### src/common/swm_pkg.sv
// Package of timing constants, commands and carrier types for the single-wire bus master.
package swm_pkg;
	localparam int CLK_MHZ = 50;
	// Standard speed times in microseconds.
	localparam int STD_RESET_LOW_US = 640;
	localparam int STD_RESET_HIGH_US = 480;
	localparam int STD_PRESENCE_SAMPLE_US = 70;
	localparam int STD_SLOT_US = 65;
	localparam int STD_WRITE_ZERO_LOW_US = 60;
	localparam int STD_WRITE_ONE_LOW_US = 6;
	localparam int STD_READ_SAMPLE_US = 12;
	localparam int STD_RECOVERY_US = 5;
	// Overdrive times in nanoseconds.
	localparam int OD_RESET_LOW_NS = 70000;
	localparam int OD_RESET_HIGH_NS = 48000;
	localparam int OD_PRESENCE_SAMPLE_NS = 10000;
	localparam int OD_SLOT_NS = 10000;
	localparam int OD_WRITE_ZERO_LOW_NS = 7000;
	localparam int OD_WRITE_ONE_LOW_NS = 1000;
	localparam int OD_READ_SAMPLE_NS = 2000;
	localparam int OD_RECOVERY_NS = 2000;
	localparam int STD_RESET_LOW_CYC = STD_RESET_LOW_US * CLK_MHZ;
	localparam int STD_RESET_HIGH_CYC = STD_RESET_HIGH_US * CLK_MHZ;
	localparam int STD_PRESENCE_SAMPLE_CYC = STD_PRESENCE_SAMPLE_US * CLK_MHZ;
	localparam int STD_SLOT_CYC = STD_SLOT_US * CLK_MHZ;
	localparam int STD_WRITE_ZERO_LOW_CYC = STD_WRITE_ZERO_LOW_US * CLK_MHZ;
	localparam int STD_WRITE_ONE_LOW_CYC = STD_WRITE_ONE_LOW_US * CLK_MHZ;
	localparam int STD_READ_SAMPLE_CYC = STD_READ_SAMPLE_US * CLK_MHZ;
	localparam int STD_RECOVERY_CYC = STD_RECOVERY_US * CLK_MHZ;
	localparam int OD_RESET_LOW_CYC = OD_RESET_LOW_NS * CLK_MHZ / 1000;
	localparam int OD_RESET_HIGH_CYC = OD_RESET_HIGH_NS * CLK_MHZ / 1000;
	localparam int OD_PRESENCE_SAMPLE_CYC = OD_PRESENCE_SAMPLE_NS * CLK_MHZ / 1000;
	localparam int OD_SLOT_CYC = OD_SLOT_NS * CLK_MHZ / 1000;
	localparam int OD_WRITE_ZERO_LOW_CYC = OD_WRITE_ZERO_LOW_NS * CLK_MHZ / 1000;
	localparam int OD_WRITE_ONE_LOW_CYC = OD_WRITE_ONE_LOW_NS * CLK_MHZ / 1000;
	localparam int OD_READ_SAMPLE_CYC = OD_READ_SAMPLE_NS * CLK_MHZ / 1000;
	localparam int OD_RECOVERY_CYC = OD_RECOVERY_NS * CLK_MHZ / 1000;
	localparam int CNT_W = 16;
	localparam logic [7:0] CMD_OVERDRIVE_SKIP = 8'h3C;
	localparam logic [7:0] CRC8_POLY_REV = 8'h8C;
	localparam logic [15:0] CRC16_POLY_REV = 16'hA001;
	localparam logic [7:0] CRC8_RESET = 8'h00;
	localparam logic [15:0] CRC16_RESET = 16'h0000;

	typedef enum logic [1:0] {
		SWM_OP_RESET,
		SWM_OP_WRITE_BYTE,
		SWM_OP_READ_BYTE
	} swm_op_t;

	typedef struct packed {
		swm_op_t op;
		logic [7:0] data;
		logic crc_clear;
	} swm_req_t;

	typedef struct packed {
		logic [7:0] data;
		logic presence;
		logic [7:0] crc8;
		logic [15:0] crc16_inv;
	} swm_rsp_t;

	typedef struct packed {
		logic [CNT_W-1:0] reset_low;
		logic [CNT_W-1:0] reset_high;
		logic [CNT_W-1:0] presence_sample;
		logic [CNT_W-1:0] slot;
		logic [CNT_W-1:0] write_zero_low;
		logic [CNT_W-1:0] write_one_low;
		logic [CNT_W-1:0] read_sample;
		logic [CNT_W-1:0] recovery;
	} swm_timing_t;
endpackage

### src/hdl/swm_master.sv
// Single-wire bus master: reset/presence, byte write/read slots, overdrive and running CRC8/CRC16 reported to the user.
// Summary of operation
// Master starts reset, write and read slots.
// Overdrive timing applies to every waveform.
// Reset of 640 us returns standard speed; the master keeps overdrive through any reset and clears it only on rst.
// Overdrive reset stays short, keeping overdrive.
// Device answers presence after high delay.
// Sample presence at presence sample instant.
// Reset high window covers presence plus recovery.
// Reset high window 480 or 48 us.
// Each slot carries exactly one bit.
// Every slot begins with a falling edge.
// Write one releases before maximum low time.
// Write zero holds low minimum time.
// Allow recovery after each slot.
// Read slot starts like write one.
// Device drives low for zero only.
// Sample read late, then wait slot.
// Running CRC8 x^8+x^5+x^4+1 over identifier.
// CRC16 x^16+x^15+x^2+1 reported inverted.
// Memory read CRC clears per pass.
// Scratchpad write CRC covers command onward.
// Scratchpad read CRC covers status too.
// Checker compares CRC, user rereads on mismatch.
// Overdrive skip command switches to overdrive.
// Command bytes are eight bits.
// Bits go least significant first.
module swm_master
	import swm_pkg::*;
#(
	parameter int RESET_LOW_CYC = STD_RESET_LOW_CYC,
	parameter int RESET_HIGH_CYC = STD_RESET_HIGH_CYC
) (
	input wire logic clk_sys,
	input wire logic rst,
	input wire logic req_valid,
	input wire swm_req_t req,
	output logic req_ready,
	output logic rsp_valid,
	output swm_rsp_t rsp,
	output logic overdrive,
	input wire logic line_in,
	output logic line_out,
	output logic line_oe_n
);
	typedef enum logic [2:0] {ST_IDLE, ST_RST_LOW, ST_RST_HIGH, ST_SLOT, ST_DONE} swm_state_t;

	function automatic logic [7:0] crc8_step(input logic [7:0] c, input logic b);
		crc8_step = (c >> 1) ^ (((c[0] ^ b) == 1'b1) ? CRC8_POLY_REV : 8'h00);
	endfunction

	function automatic logic [15:0] crc16_step(input logic [15:0] c, input logic b);
		crc16_step = (c >> 1) ^ (((c[0] ^ b) == 1'b1) ? CRC16_POLY_REV : 16'h0000);
	endfunction

	function automatic logic [CNT_W-1:0] cyc(input int v);
		cyc = v[CNT_W-1:0];
	endfunction

	// Timing set selected by the speed flag.
	wire swm_timing_t tm_std = '{cyc(RESET_LOW_CYC), cyc(RESET_HIGH_CYC),
		cyc(STD_PRESENCE_SAMPLE_CYC), cyc(STD_SLOT_CYC), cyc(STD_WRITE_ZERO_LOW_CYC),
		cyc(STD_WRITE_ONE_LOW_CYC), cyc(STD_READ_SAMPLE_CYC), cyc(STD_RECOVERY_CYC)};
	wire swm_timing_t tm_od = '{cyc(OD_RESET_LOW_CYC), cyc(OD_RESET_HIGH_CYC),
		cyc(OD_PRESENCE_SAMPLE_CYC), cyc(OD_SLOT_CYC), cyc(OD_WRITE_ZERO_LOW_CYC),
		cyc(OD_WRITE_ONE_LOW_CYC), cyc(OD_READ_SAMPLE_CYC), cyc(OD_RECOVERY_CYC)};

	swm_state_t state_q, state_d;
	logic [CNT_W-1:0] cnt_q;
	logic [2:0] bit_q;
	logic [7:0] sh_q;
	logic rd_q;
	logic od_q;
	logic od_pend_q;
	logic pres_q;
	logic [7:0] crc8_q;
	logic [15:0] crc16_q;
	logic sync1_q, sync2_q;
	logic ready_q, valid_q, drive_q;

	wire swm_timing_t tm = od_q ? tm_od : tm_std;
	wire logic line_s = sync2_q;
	wire logic cnt_end_rst_low = (cnt_q == tm.reset_low - 16'h0001);
	wire logic cnt_end_rst_high = (cnt_q == tm.reset_high - 16'h0001);
	wire logic cnt_end_slot = (cnt_q == tm.slot + tm.recovery - 16'h0001);
	wire logic pres_sample = (state_q == ST_RST_HIGH) && (cnt_q == tm.presence_sample);
	wire logic rd_sample = (state_q == ST_SLOT) && rd_q && (cnt_q == tm.read_sample);
	// A write one or read releases after the short low; a zero holds the long low.
	wire logic [CNT_W-1:0] low_len = (!rd_q && !sh_q[0]) ? tm.write_zero_low : tm.write_one_low;
	wire logic slot_drive = (cnt_q < low_len);
	wire logic take = (state_q == ST_IDLE) && req_valid;
	// A read slot has already latched its sample into bit 0, and the line is back high by now.
	wire logic slot_bit = sh_q[0];
	wire logic byte_last = (bit_q == 3'd7);
	// Drive for the coming cycle: the counter restarts at a slot boundary.
	wire logic slot_drive_next = (state_q == ST_SLOT && cnt_end_slot) ||
		(cnt_q + 16'h0001 < low_len);

	always_comb begin
		state_d = state_q;
		unique case (state_q)
			ST_IDLE: begin
				if (req_valid) begin
					state_d = (req.op == SWM_OP_RESET) ? ST_RST_LOW : ST_SLOT;
				end
			end
			ST_RST_LOW: if (cnt_end_rst_low) state_d = ST_RST_HIGH;
			ST_RST_HIGH: if (cnt_end_rst_high) state_d = ST_DONE;
			ST_SLOT: if (cnt_end_slot && byte_last) state_d = ST_DONE;
			ST_DONE: state_d = ST_IDLE;
			default: state_d = ST_IDLE;
		endcase
	end

	always_ff @(posedge clk_sys or posedge rst) begin
		if (rst) begin
			sync1_q <= 1'b1;
			sync2_q <= 1'b1;
		end else begin
			sync1_q <= line_in;
			sync2_q <= sync1_q;
		end
	end

	always_ff @(posedge clk_sys or posedge rst) begin
		if (rst) begin
			state_q <= ST_IDLE;
			cnt_q <= '0;
			bit_q <= 3'd0;
			sh_q <= 8'h00;
			rd_q <= 1'b0;
		end else begin
			state_q <= state_d;
			if (take) begin
				cnt_q <= '0;
				bit_q <= 3'd0;
				sh_q <= req.data;
				rd_q <= (req.op == SWM_OP_READ_BYTE);
			end else if ((state_q == ST_RST_LOW && cnt_end_rst_low) ||
					(state_q == ST_SLOT && cnt_end_slot)) begin
				cnt_q <= '0;
				bit_q <= bit_q + 3'd1;
				sh_q <= {slot_bit, sh_q[7:1]};
			end else begin
				cnt_q <= cnt_q + 16'h0001;
			end
			if (rd_sample) begin
				sh_q[0] <= line_s;
			end
		end
	end

	always_ff @(posedge clk_sys or posedge rst) begin
		if (rst) begin
			od_q <= 1'b0;
			od_pend_q <= 1'b0;
			pres_q <= 1'b0;
			crc8_q <= CRC8_RESET;
			crc16_q <= CRC16_RESET;
		end else begin
			if (take && req.crc_clear) begin
				crc8_q <= CRC8_RESET;
				crc16_q <= CRC16_RESET;
			end else if (state_q == ST_SLOT && cnt_end_slot) begin
				crc8_q <= crc8_step(crc8_q, slot_bit);
				crc16_q <= crc16_step(crc16_q, slot_bit);
			end
			if (take && req.op == SWM_OP_WRITE_BYTE) begin
				od_pend_q <= (req.data == CMD_OVERDRIVE_SKIP);
			end
			if (state_q == ST_SLOT && cnt_end_slot && byte_last && od_pend_q && !rd_q) begin
				od_q <= 1'b1;
				od_pend_q <= 1'b0;
			end
			if (state_q == ST_RST_LOW && cnt_end_rst_low && !od_q) begin
				od_q <= 1'b0;
			end
			if (pres_sample) begin
				pres_q <= !line_s;
			end
		end
	end

	always_ff @(posedge clk_sys or posedge rst) begin
		if (rst) begin
			ready_q <= 1'b0;
			valid_q <= 1'b0;
			drive_q <= 1'b0;
		end else begin
			ready_q <= (state_d == ST_IDLE) && !take;
			valid_q <= (state_q == ST_DONE);
			drive_q <= (state_d == ST_RST_LOW) ||
				((state_d == ST_SLOT) && (take ? 1'b1 : slot_drive_next));
		end
	end

	assign req_ready = ready_q;
	assign rsp_valid = valid_q;
	assign rsp = '{sh_q, pres_q, crc8_q, ~crc16_q};
	assign overdrive = od_q;
	assign line_out = 1'b0;
	assign line_oe_n = !drive_q;

	property p_rst_low_drive;
		@(posedge clk_sys) disable iff (rst) (state_q == ST_RST_LOW) |-> !line_oe_n;
	endproperty
	a_rst_low_drive: assert property (p_rst_low_drive)
		else $error("line not pulled low during reset low");

	property p_rst_high_release;
		@(posedge clk_sys) disable iff (rst) (state_q == ST_RST_HIGH) |-> line_oe_n;
	endproperty
	a_rst_high_release: assert property (p_rst_high_release)
		else $error("line driven during reset high window");

	property p_slot_drive;
		@(posedge clk_sys) disable iff (rst) (state_q == ST_SLOT) |-> (line_oe_n == !slot_drive);
	endproperty
	a_slot_drive: assert property (p_slot_drive)
		else $error("slot low phase has the wrong length");

	property p_read_release;
		@(posedge clk_sys) disable iff (rst)
			(state_q == ST_SLOT && rd_q && cnt_q >= tm.write_one_low) |-> line_oe_n;
	endproperty
	a_read_release: assert property (p_read_release)
		else $error("read slot held low too long");

	property p_zero_hold;
		@(posedge clk_sys) disable iff (rst)
			(state_q == ST_SLOT && !rd_q && !sh_q[0] && cnt_q < tm.write_zero_low) |-> !line_oe_n;
	endproperty
	a_zero_hold: assert property (p_zero_hold)
		else $error("write zero released early");

	property p_byte_done;
		@(posedge clk_sys) disable iff (rst)
			(state_q == ST_SLOT && cnt_end_slot && byte_last) |-> ##2 rsp_valid;
	endproperty
	a_byte_done: assert property (p_byte_done)
		else $error("no response after the eighth slot");

	property p_ready_idle;
		@(posedge clk_sys) disable iff (rst) req_ready |-> (state_q == ST_IDLE);
	endproperty
	a_ready_idle: assert property (p_ready_idle)
		else $error("ready shown while busy");

	property p_rsp_pulse;
		@(posedge clk_sys) disable iff (rst) rsp_valid |=> !rsp_valid;
	endproperty
	a_rsp_pulse: assert property (p_rsp_pulse)
		else $error("response valid longer than one cycle");
endmodule

### config.mk
export PLATFORM = sky130hd
export DESIGN_NAME = swm_master
export DESIGN_NICKNAME = d
export VERILOG_FILES = /design/src/common/swm_pkg.sv /design/src/hdl/swm_master.sv
export SDC_FILE = /design/constraint.sdc
export NUM_CORES = 1
export LEC_CHECK = 0
export BUFFER_PORTS_ARGS = -buffer_cell sky130_fd_sc_hd__buf_2
export CAP_MARGIN = 20
export CELL_PAD_IN_SITES_DETAIL_PLACEMENT = 1
export CELL_PAD_IN_SITES_GLOBAL_PLACEMENT = 1
export CORE_AREA = 3 3 111 81
export DETAILED_ROUTE_END_ITERATION = 16
export DIE_AREA = 0 0 114 84
export PLACE_DENSITY = 0.87
export RECOVER_POWER = 25
export SLEW_MARGIN = 20
export SYNTH_ARGS = -nofsm -noshare
export SYNTH_HDL_FRONTEND = slang
export SYNTH_SLANG_ARGS = --single-unit
### constraint.sdc
create_clock -name clk_sys -period 3.9 [get_ports clk_sys]
set_clock_uncertainty 0.15 [all_clocks]
set_input_delay 0.195 -clock clk_sys [delete_from_list [all_inputs] [get_ports clk_sys]]
set_output_delay 0.195 -clock clk_sys [all_outputs]
set_load 0.005 [all_outputs]
# Yosys cells after proc, flatten, opt, wreduce, memory -nomap -nowiden

Cells that the tools add are included.

Register bits after elaboration: 63
Latch bits: 0
Bits in writable memories: 0
Bits in read-only memories: 0
Output and inout port bits: 38
Logic and storage cells: 102
Memories: 0

Add/subtract/negate cells: 6
Multiply operators: 0
Div/mod/pow operators: 0
Order comparisons: 1
Equality and inequality tests: 15
Shift-type cells: 0
Muxes and demuxes: 26
Bitwise operators: 5
Reductions and logical operators: 33

Operators with widths:

| kind                  | number |
|---|---|
| $mux 127              | 1 |
| $mux 16               | 6 |
| $eq 16x16->1          | 5 |
| $mux 8                | 5 |
| $sub 16x1->16 const B | 2 |
| $mux 3                | 6 |
| $add 16x1->16 const B | 1 |
| $add 16x16->16        | 1 |
| $logic_and 1x1->1     | 16 |
| $lt 16x16->1          | 1 |
| $not 16->16           | 1 |
| $sub 15x1->16 const B | 1 |
| $xor 15x16->16        | 1 |
| $pmux 3 s4            | 1 |
| $eq 3x2->1 const B    | 3 |
| $eq 8x6->1 const B    | 1 |
| $reduce_bool 2->1     | 4 |
| $xor 7x8->8           | 1 |
| $eq 3x1->1 const B    | 2 |
| $eq 3x3->1 const B    | 2 |
| $logic_not 1->1       | 6 |
| $logic_not 3->1       | 2 |
| $mux 1                | 6 |
| $add 3x1->3 const B   | 1 |
| other kinds (7)       | 10 |

# Depth between registers and ports, before layout

Gate-level depths: netlist of run 1.

Word-level depth: 10
Mapped depth: 12

# Worst setup path after synthesis of run 1

No wires, ideal clock.

Path kind: flip-flop to flip-flop
From: register sh_q[0]
To: register drive_q
Data arrival time: 2.227 ns
Data required time: 3.621 ns
Setup slack: 1.394 ns
Stages on the path, launching flop included: 13
Buffers on the path: 1
Cells stage by stage: dfrtp_1 -> clkbuf_1 -> or2_2 -> inv_1 -> ha_1 -> inv_1 -> ha_1 -> nand4_1 -> and3_1 -> o21a_1 -> o211a_1 -> o2111ai_1 -> a21oi_1

Longest elaborated chain between the ends: 8

Ends and longest elaborated chain:

| what                     | line              | source |
|---|---|---|
| start: declaration       | swm_master.sv:71  | `logic [7:0] sh_q;` |
| start signal: assignment | swm_master.sv:137 | `sh_q <= req.data;` |
| start signal: assignment | swm_master.sv:143 | `sh_q <= {slot_bit, sh_q[7:1]};` |
| start signal: assignment | swm_master.sv:148 | `sh_q[0] <= line_s;` |
| $logic_not 1->1          | swm_master.sv:89  | `wire logic [CNT_W-1:0] low_len = (!rd_q && !sh_q[0]) ? tm.write_zero_low : tm.write_one_low;` |
| $logic_and 1x1->1        | swm_master.sv:89  |  |
| $mux 16                  | swm_master.sv:89  |  |
| $lt 16x16->1             | swm_master.sv:97  | `(cnt_q + 16'h0001 < low_len);` |
| $logic_or 1x1->1         | swm_master.sv:96  | `wire logic slot_drive_next = (state_q == ST_SLOT && cnt_end_slot) \|\|` |
| $mux 1                   | swm_master.sv:193 | `((state_d == ST_SLOT) && (take ? 1'b1 : slot_drive_next));` |
| $logic_and 1x1->1        | swm_master.sv:193 |  |
| $logic_or 1x1->1         | swm_master.sv:192 | `drive_q <= (state_d == ST_RST_LOW) \|\|` |
| end signal: assignment   | swm_master.sv:192 |  |
| end: declaration         | swm_master.sv:79  | `logic ready_q, valid_q, drive_q;` |

Every way passes these cells.
A chain may end at the register's enable or synchronous reset.

# Final worst setup path of run 1

From: register od_q, in the netlist overdrive
To: register crc16_q[0]

Longest elaborated chain between the ends: 6

Ends and longest elaborated chain:

| what                        | line              | source |
|---|---|---|
| start: declaration          | swm_master.sv:73  | `logic od_q;` |
| start signal: assignment    | swm_master.sv:155 | `od_q <= 1'b0;` |
| start signal: assignment    | swm_master.sv:172 | `od_q <= 1'b1;` |
| start signal: assignment    | swm_master.sv:176 | `od_q <= 1'b0;` |
| $mux 127                    | swm_master.sv:81  | `wire swm_timing_t tm = od_q ? tm_od : tm_std;` |
| $add 16x16->16              | swm_master.sv:85  | `wire logic cnt_end_slot = (cnt_q == tm.slot + tm.recovery - 16'h0001);` |
| $sub 16x1->16               | swm_master.sv:85  |  |
| $eq 16x16->1                | swm_master.sv:85  |  |
| $logic_and 1x1->1           | swm_master.sv:164 | `end else if (state_q == ST_SLOT && cnt_end_slot) begin` |
| $reduce_bool 2->1 (no line) | -                 |  |
| end signal: assignment      | swm_master.sv:166 | `crc16_q <= crc16_step(crc16_q, slot_bit);` |
| end: declaration            | swm_master.sv:77  | `logic [15:0] crc16_q;` |

Every way passes these cells.

==> run_results.csv, run 1 <==
group,metric,value,unit
timing,slew_violations,0,
die,die_ht,84,µm
die,floorplan.rows,27,
finish,layout.cells.most_common_list,"sky130_fd_sc_hd__dfrtp_1 (61), sky130_fd_sc_hd__nand2_1 (59), sky130_fd_sc_hd__buf_2 (40), sky130_fd_sc_hd__inv_1 (30), sky130_fd_sc_hd__a21oi_1 (28)",
finish,num-nets-final,479,
setup_path,rr_startpoint,"overdrive",
power_and_ir_drop,p_leak,1.98,nW
grt,vias_in_the_first_global_route,3394,
setup_path,number_of_buffer_and_inverter_instances_along_the_worst_setup_path,1,
finish,multi_input_area,1870,µm²
grt,grt_max_degree,46,
flow_run,max_cap_check_violation_count,0,
timing,final-hold-violation-count,0,
timing,setup-violations-final,0,
placement,globalplace.congestion,0.865,
setup_path,path_delay_family,"simple AND/OR/NAND/NOR gates",
cts,cts.root.buffer_cell,"sky130_fd_sc_hd__clkbuf_16",
setup_path,required,3.99,ns
detailed_routing,drt_drc_violations_left,0,
synthesis,synth.ff_latch_count,63,
finish,stdcell_area,4310,µm²
synthesis,synth-edff-count,0,
cts,worst_setup_hold_path_clk_slew,0.05,ns
synthesis,post_synth_instance_area,3720,µm²
finish,filler_cell_count,934,
detailed_routing,routed_wirelength,11000,µm
finish,synthToLayoutAreaGrowth,15.7,%
cts,clock_sink_count,63,
timing,fin_setup_tns,0,ns
synthesis,synth.yosys.seq_area_share,42.4,%
detailed_routing,via_per_inst,5.67,
setup_path,timing.critical_path.slowest_stage_cell,"sky130_fd_sc_hd__dfrtp_1",
die,initial_utilization,47.1,%
synthesis,postSynth.topFlopCell,"sky130_fd_sc_hd__dfrtp_1",
detailed_routing,dr.first_iter.drc_count,235,
setup_path,r2r_slack,0.82,ns
setup_path,critical_path.startpoint_type,"register",
timing,timing.final.crit_share,78.9,%
setup_path,critical_path.cell_chain,"or3b_1, a21boi_2, nand4_4, buf_4, or3_1, a21oi_1",
die,floorplan.die_area,9580,µm²
cts,cts_tree,"built",
detailed_routing,drt_pass1_iterations,4,
synthesis,post_synth_inst_count,407,
finish,drive_gt1_share,16.6,%
setup_path,cpPeakStageDelay,0.63,ns
grt,grt_use_total,24.3,%
outcome,outcome,"finished, final reports clean",
setup_path,crit_arrival,3.17,ns
detailed_routing,ant_nets,0,
cts,insertion_delay_to_the_later_sink_of_the_worst_skew_pair,0.33,ns
cts,numCtsBuffers,9,
placement,numPortBuffers,51,
synthesis,synth.net_count,439,
synthesis,async_flop_share,100,%
timing,tightest_pin_transition,0.865,ns
grt,grt_antenna_before_repair,0,
detailed_routing,routedWlPerCell,20.0,µm
cts,cts_buffer_depth,2,
setup_path,worstSetupEndpointType,"register",
cts,post_cts_buffers,0,
timing,max_freq,0.325,GHz
synthesis,ys_warnings,0,
setup_path,crit_type,"register to register",
power_and_ir_drop,power_per_cell_area,675,nW/µm²
cts,cts_max_level,3,
timing,rsz0062_at_grt,"no",
timing,fin_worst_hold_slack,0.00564,ns
hold_path,min_delay_path_depth,3,
setup_path,worst_r2r_path_depth,6,
setup_path,critPathMaxFanout,24,
power_and_ir_drop,power.ir.vdd_worst,0.000358,V
hold_path,holdCritPathClass,"input pin to register",
finish,area.sequential,1580,µm²
detailed_routing,dr_total_vias,3133,
timing,timing.final.crit_period,3.08,ns
die,die_x,114,µm
hold_path,timing.hold.worst.start,"req[9]",
placement,detailed_place.area,3980,µm²
placement,hpwl,7580,µm
finish,leading_cell_type_in_the_layout_fill_and_taps_excluded,"sky130_fd_sc_hd__dfrtp_1",
synthesis,average_size_of_a_mapped_cell,9.15,µm²
grt,global_route.overflow_total,0,
finish,n_antenna_cell,0,
grt,grt_first_pass_wirelength,18300,µm
power_and_ir_drop,finalPower,2.91,mW
die,coreArea,7910,µm²
die,io-pin-count,53,
synthesis,ys_types,63,
hold_path,timing.hold.worst_endpoint,"state_q[1]",
cts,post_cts_resize_count,0,
timing,timing.slew.headroom,42.3,%
setup_path,r2r-end,"crc16_q[0]",
## Yosys cell counts, types with 3 or more instances
cell | instances | area share (%)
sky130_fd_sc_hd__nand2_1 | 59 | 5.9
sky130_fd_sc_hd__nand2b_1 | 5 | 0.84
sky130_fd_sc_hd__ha_1 | 17 | 5.7
sky130_fd_sc_hd__inv_1 | 30 | 3.0
sky130_fd_sc_hd__nor4_1 | 5 | 0.84
sky130_fd_sc_hd__nand4_1 | 7 | 1.2
sky130_fd_sc_hd__o21ai_0 | 13 | 1.7
sky130_fd_sc_hd__nor2b_1 | 5 | 0.84
sky130_fd_sc_hd__a21oi_1 | 28 | 3.8
sky130_fd_sc_hd__xor2_1 | 10 | 2.4
sky130_fd_sc_hd__and4_1 | 5 | 1.2
sky130_fd_sc_hd__dfrtp_1 | 61 | 41
sky130_fd_sc_hd__and2_1 | 6 | 1.0
sky130_fd_sc_hd__mux2i_1 | 9 | 2.4
sky130_fd_sc_hd__nand3_1 | 18 | 2.4
sky130_fd_sc_hd__and3_1 | 12 | 2.0
sky130_fd_sc_hd__clkbuf_1 | 9 | 0.91
sky130_fd_sc_hd__nor2_1 | 17 | 1.7
sky130_fd_sc_hd__nand3b_1 | 5 | 1.0
sky130_fd_sc_hd__nor3_1 | 3 | 0.40
sky130_fd_sc_hd__nor4bb_1 | 3 | 0.81
sky130_fd_sc_hd__buf_2 | 11 | 1.5
sky130_fd_sc_hd__xnor2_1 | 11 | 2.6
sky130_fd_sc_hd__buf_4 | 5 | 1.0
## final cells by class
type / instances / area share [%]
Sequential cell: 63 / 36.7
Timing Repair Buffer: 59 / 7.17
Multi-Input combinational cell: 284 / 43.4
Clock buffer: 13 / 6.27
Inverter: 30 / 2.61
Clock inverter: 3 / 0.929
Tap cell: 101 / 2.93
## per-stage QoR
step | instances | util [%] | worst slack (ns)
4_1_cts | 553 | 54.7 | 0.838
2_1_floorplan | 407 | - | 1.39
5_1_grt | 553 | 54.5 | 0.633
6_report | 553 | 54.5 | 0.825
3_5_place_dp | 534 | 50.4 | 0.988
3_3_place_gp | 534 | 50.4 | 1.08
## repair_timing
| item | in CTS | in global routing |
|---|---|---|
| endpoints found under the hold margin | 21 | 0 |
| endpoints found under the setup margin | 0 | 0 |
| hold buffers | 3 | 0 |
## cells by family after synthesis
logic type | count (synthesis) | synth area share, %
and+or+nand+nor | 175 | 27.0
DFF | 63 | 42.4
xor gates and xnor gates | 21 | 4.94
other | 1 | 0.101
buffers and inverters | 60 | 7.39
adders and majority gates | 17 | 5.71
AOI/OAI and AO/OA | 60 | 9.77
muxes | 10 | 2.72
## worst max path at each step
| stage | from | endpoint | slack [ns] | depth (start not counted) |
|---|---|---|---|---|
| detailed placement | cnt_q[2] | drive_q | 0.99 | 11 |
| floorplan | sh_q[0] | drive_q | 1.39 | 12 |
| finish | overdrive | crc16_q[0] | 0.82 | 6 |
| CTS | overdrive | bit_q[0] | 0.84 | 7 |
| global route | overdrive | crc16_q[15] | 0.63 | 5 |
| global placement | overdrive | crc16_q[0] | 1.08 | 6 |
## power breakdown
| part | total (mW) | internal (mW) | switching [mW] | leakage, nW |
|---|---|---|---|---|
| combinational | 0.939 | 0.425 | 0.514 | 1.01 |
| clock | 0.822 | 0.544 | 0.278 | 0.156 |
| sequential | 1.15 | 0.875 | 0.270 | 0.811 |
| total | 2.91 | 1.84 | 1.06 | 1.98 |
## layer usage
layer  routed length [µm]  global-route usage, %  vias up  part of all wire (%)
li1                     -                      -     1470                     -
met1                 5100                   34.4     1560                    46
met2                 5250                   38.0       98                    48
met3                  631                   4.49        5                   5.7
met4                   59                   6.26        0                  0.53
met5                    0                      0        -                     0
## registers in the layout (all words and copies together), names as in the netlist
register	flops
req_ready	1
crc16_q	16
bit_q	3
crc8_q	8
rsp_valid	1
od_pend_q	1
cnt_q	16
state_q	3
overdrive	1
pres_q	1
line_s	1
sh_q	8
drive_q	1
sync1_q	1
rd_q	1
## worst min-delay path: stages
cell                      delay [ns]
sky130_fd_sc_hd__buf_2          0.10
sky130_fd_sc_hd__o21ai_0        0.08
sky130_fd_sc_hd__nand2_1        0.07
No activity file was read; power rests on OpenSTA's default activity.
==> run 2: changes to the inputs <==
- CORE_AREA: 3 3 111 81 -> 3 3 120 87
- DIE_AREA: 0 0 114 84 -> 0 0 123 90
- PLACE_DENSITY: 0.87 -> 0.8
- clock period: 3.9 -> 2.6 ns (I/O delays scaled with it)
==> run 2 against run 1 <==
- combinational power grew 69%
- wire length rose by 1.4%
- via count grew 4.8%
- the run now ends with max-capacitance violations, max-slew violations left
- cell count up 10%
- critical path depth is 5 higher
- die area increased by 16%
- core utilization fell by 3.8 points
- largest cell class unchanged
- design area grew 8.0%
- largest power group unchanged
- register-to-register slack got worse by 0.82 ns
==> run_results.csv, run 2 (synthesis results as in run 1) <==
group,metric,value,unit
outcome,outcome,"finished, violations left",
outcome,failed_checks,"max-capacitance violations, max-slew violations",
grt,grt_max_degree,64,
setup_path,worstSetupEndpointType,"register",
detailed_routing,ant_nets,0,
cts,numCtsBuffers,9,
setup_path,cpPeakStageDelay,0.40,ns
die,initial_utilization,40.6,%
grt,grt_antenna_before_repair,0,
power_and_ir_drop,p_leak,2.13,nW
grt,global_route.overflow_total,0,
power_and_ir_drop,power.ir.vdd_worst,0.000386,V
cts,insertion_delay_to_the_later_sink_of_the_worst_skew_pair,0.33,ns
setup_path,number_of_buffer_and_inverter_instances_along_the_worst_setup_path,1,
timing,tightest_pin_transition,1.58,ns
die,io-pin-count,53,
hold_path,holdCritPathClass,"input pin to register",
detailed_routing,dr.first_iter.drc_count,177,
finish,n_antenna_cell,0,
setup_path,path_delay_family,"compound AO/OA/AOI/OAI gates",
grt,vias_in_the_first_global_route,3340,
die,die_ht,90,µm
finish,filler_cell_count,1057,
setup_path,required,2.65,ns
detailed_routing,drt_drc_violations_left,0,
die,coreArea,9180,µm²
cts,cts_max_level,3,
cts,cts_buffer_depth,2,
timing,setup-violations-final,0,
grt,grt_first_pass_wirelength,17700,µm
finish,layout.cells.most_common_list,"sky130_fd_sc_hd__dfrtp_1 (59), sky130_fd_sc_hd__nand2_1 (58), sky130_fd_sc_hd__buf_2 (31), sky130_fd_sc_hd__inv_1 (30), sky130_fd_sc_hd__buf_4 (30)",
detailed_routing,routedWlPerCell,18.4,µm
power_and_ir_drop,power_per_cell_area,953,nW/µm²
cts,worst_setup_hold_path_clk_slew,0.05,ns
setup_path,critPathMaxFanout,4,
detailed_routing,drt_pass1_iterations,4,
cts,cts_tree,"built",
die,die_x,123,µm
finish,drive_gt1_share,21.9,%
grt,grt_use_total,20.2,%
finish,leading_cell_type_in_the_layout_fill_and_taps_excluded,"sky130_fd_sc_hd__dfrtp_1",
finish,num-nets-final,512,
finish,multi_input_area,1940,µm²
setup_path,crit_arrival,2.64,ns
timing,timing.final.crit_share,99.8,%
timing,final-hold-violation-count,0,
die,floorplan.die_area,11100,µm²
detailed_routing,via_per_inst,5.39,
setup_path,timing.critical_path.slowest_stage_cell,"sky130_fd_sc_hd__dfrtp_1",
timing,slew_violations,64,
detailed_routing,dr_total_vias,3283,
finish,utilization,50.7,%
timing,max_freq,0.385,GHz
setup_path,crit_type,"register to register",
finish,area.sequential,1580,µm²
finish,biggest_regs,"cnt_q (16), crc16_q (16)",
cts,cts.root.buffer_cell,"sky130_fd_sc_hd__clkbuf_16",
placement,globalplace.congestion,0.877,
setup_path,critical_path.startpoint_type,"register",
finish,synthToLayoutAreaGrowth,24.9,%
setup_path,critical_path.cell_chain,"ha_2, and4_4, nand2_4, xnor2_2, ha_1, buf_4, nand4_1, o21a_1, o211a_1, o2111ai_2, a21oi_2",
timing,rsz0062_at_grt,"yes",
die,floorplan.rows,29,
timing,timing.slew.headroom,-5.03,%
timing,timing.final.crit_period,2.60,ns
flow_run,max_cap_check_violation_count,1,
timing,fin_setup_tns,0,ns
cts,clock_sink_count,63,
detailed_routing,routed_wirelength,11200,µm
placement,hpwl,8080,µm
placement,numPortBuffers,51,
run 2: where the power goes:
group          switching [mW]  internal [mW]  total (mW)
sequential              0.338           1.32        1.65
clock                   0.422          0.767        1.19
combinational           0.861          0.731        1.59
total                    1.62           2.81        4.44
run 2: metal layers:
layer,GRT usage [%],part of all wire (%)
met1,28.8,46
met2,30.1,47
met3,4.83,5.1
met4,6.54,2.1
met5,0,0
run 2: cell type report:
type	count	area share, %
timing repair buffer	92	12.3
clock buffer	13	5.38
multi-input combinational	284	41.7
clock inverter	3	0.914
inverter	30	2.42
tap	124	3.33
sequential	63	34.0
run 2: tightest hold or removal path, cell delays in order:
cell,delay [ns]
sky130_fd_sc_hd__buf_2,0.10
sky130_fd_sc_hd__mux2i_1,0.06
sky130_fd_sc_hd__o21ai_0,0.16
run 2: path summary, 6_finish.rpt:
path	to	start	slack [ns]	cells past startpoint
worst max-delay path	drive_q	cnt_q[0]	0.004	11
worst min-delay path	sh_q[4]	req[5]	0.02	3
worst max register to register	drive_q	cnt_q[0]	0.004	11
worst min register to register	line_s	sync1_q	0.20	0
max in group asynchronous	cnt_q[2]	rst	0.49	4
min in group asynchronous	crc8_q[7]	rst	0.73	4
run 2: what timing repair did:
action,CTS,global route
endpoints found under the setup margin,1,2
pin swaps,0,10
setup buffers,0,3
hold buffers,8,0
resized for setup,1,15
hold endpoints to repair,67,0
run 2: stage by stage:
step           instances  instance area, µm²  setup slack, ns  hold WS [ns]  total power [mW]
2_1_floorplan        407                3720           0.0939       -0.0155              2.52
3_3_place_gp         582                4210            0.162        0.0871              3.07
3_5_place_dp         582                4210          -0.0152        0.0872              3.20
4_1_cts              606                4580           0.0179        0.0161              4.43
5_1_grt              609                4650           -0.139        0.0352              4.75
6_report             609                4650          0.00407        0.0171              4.44
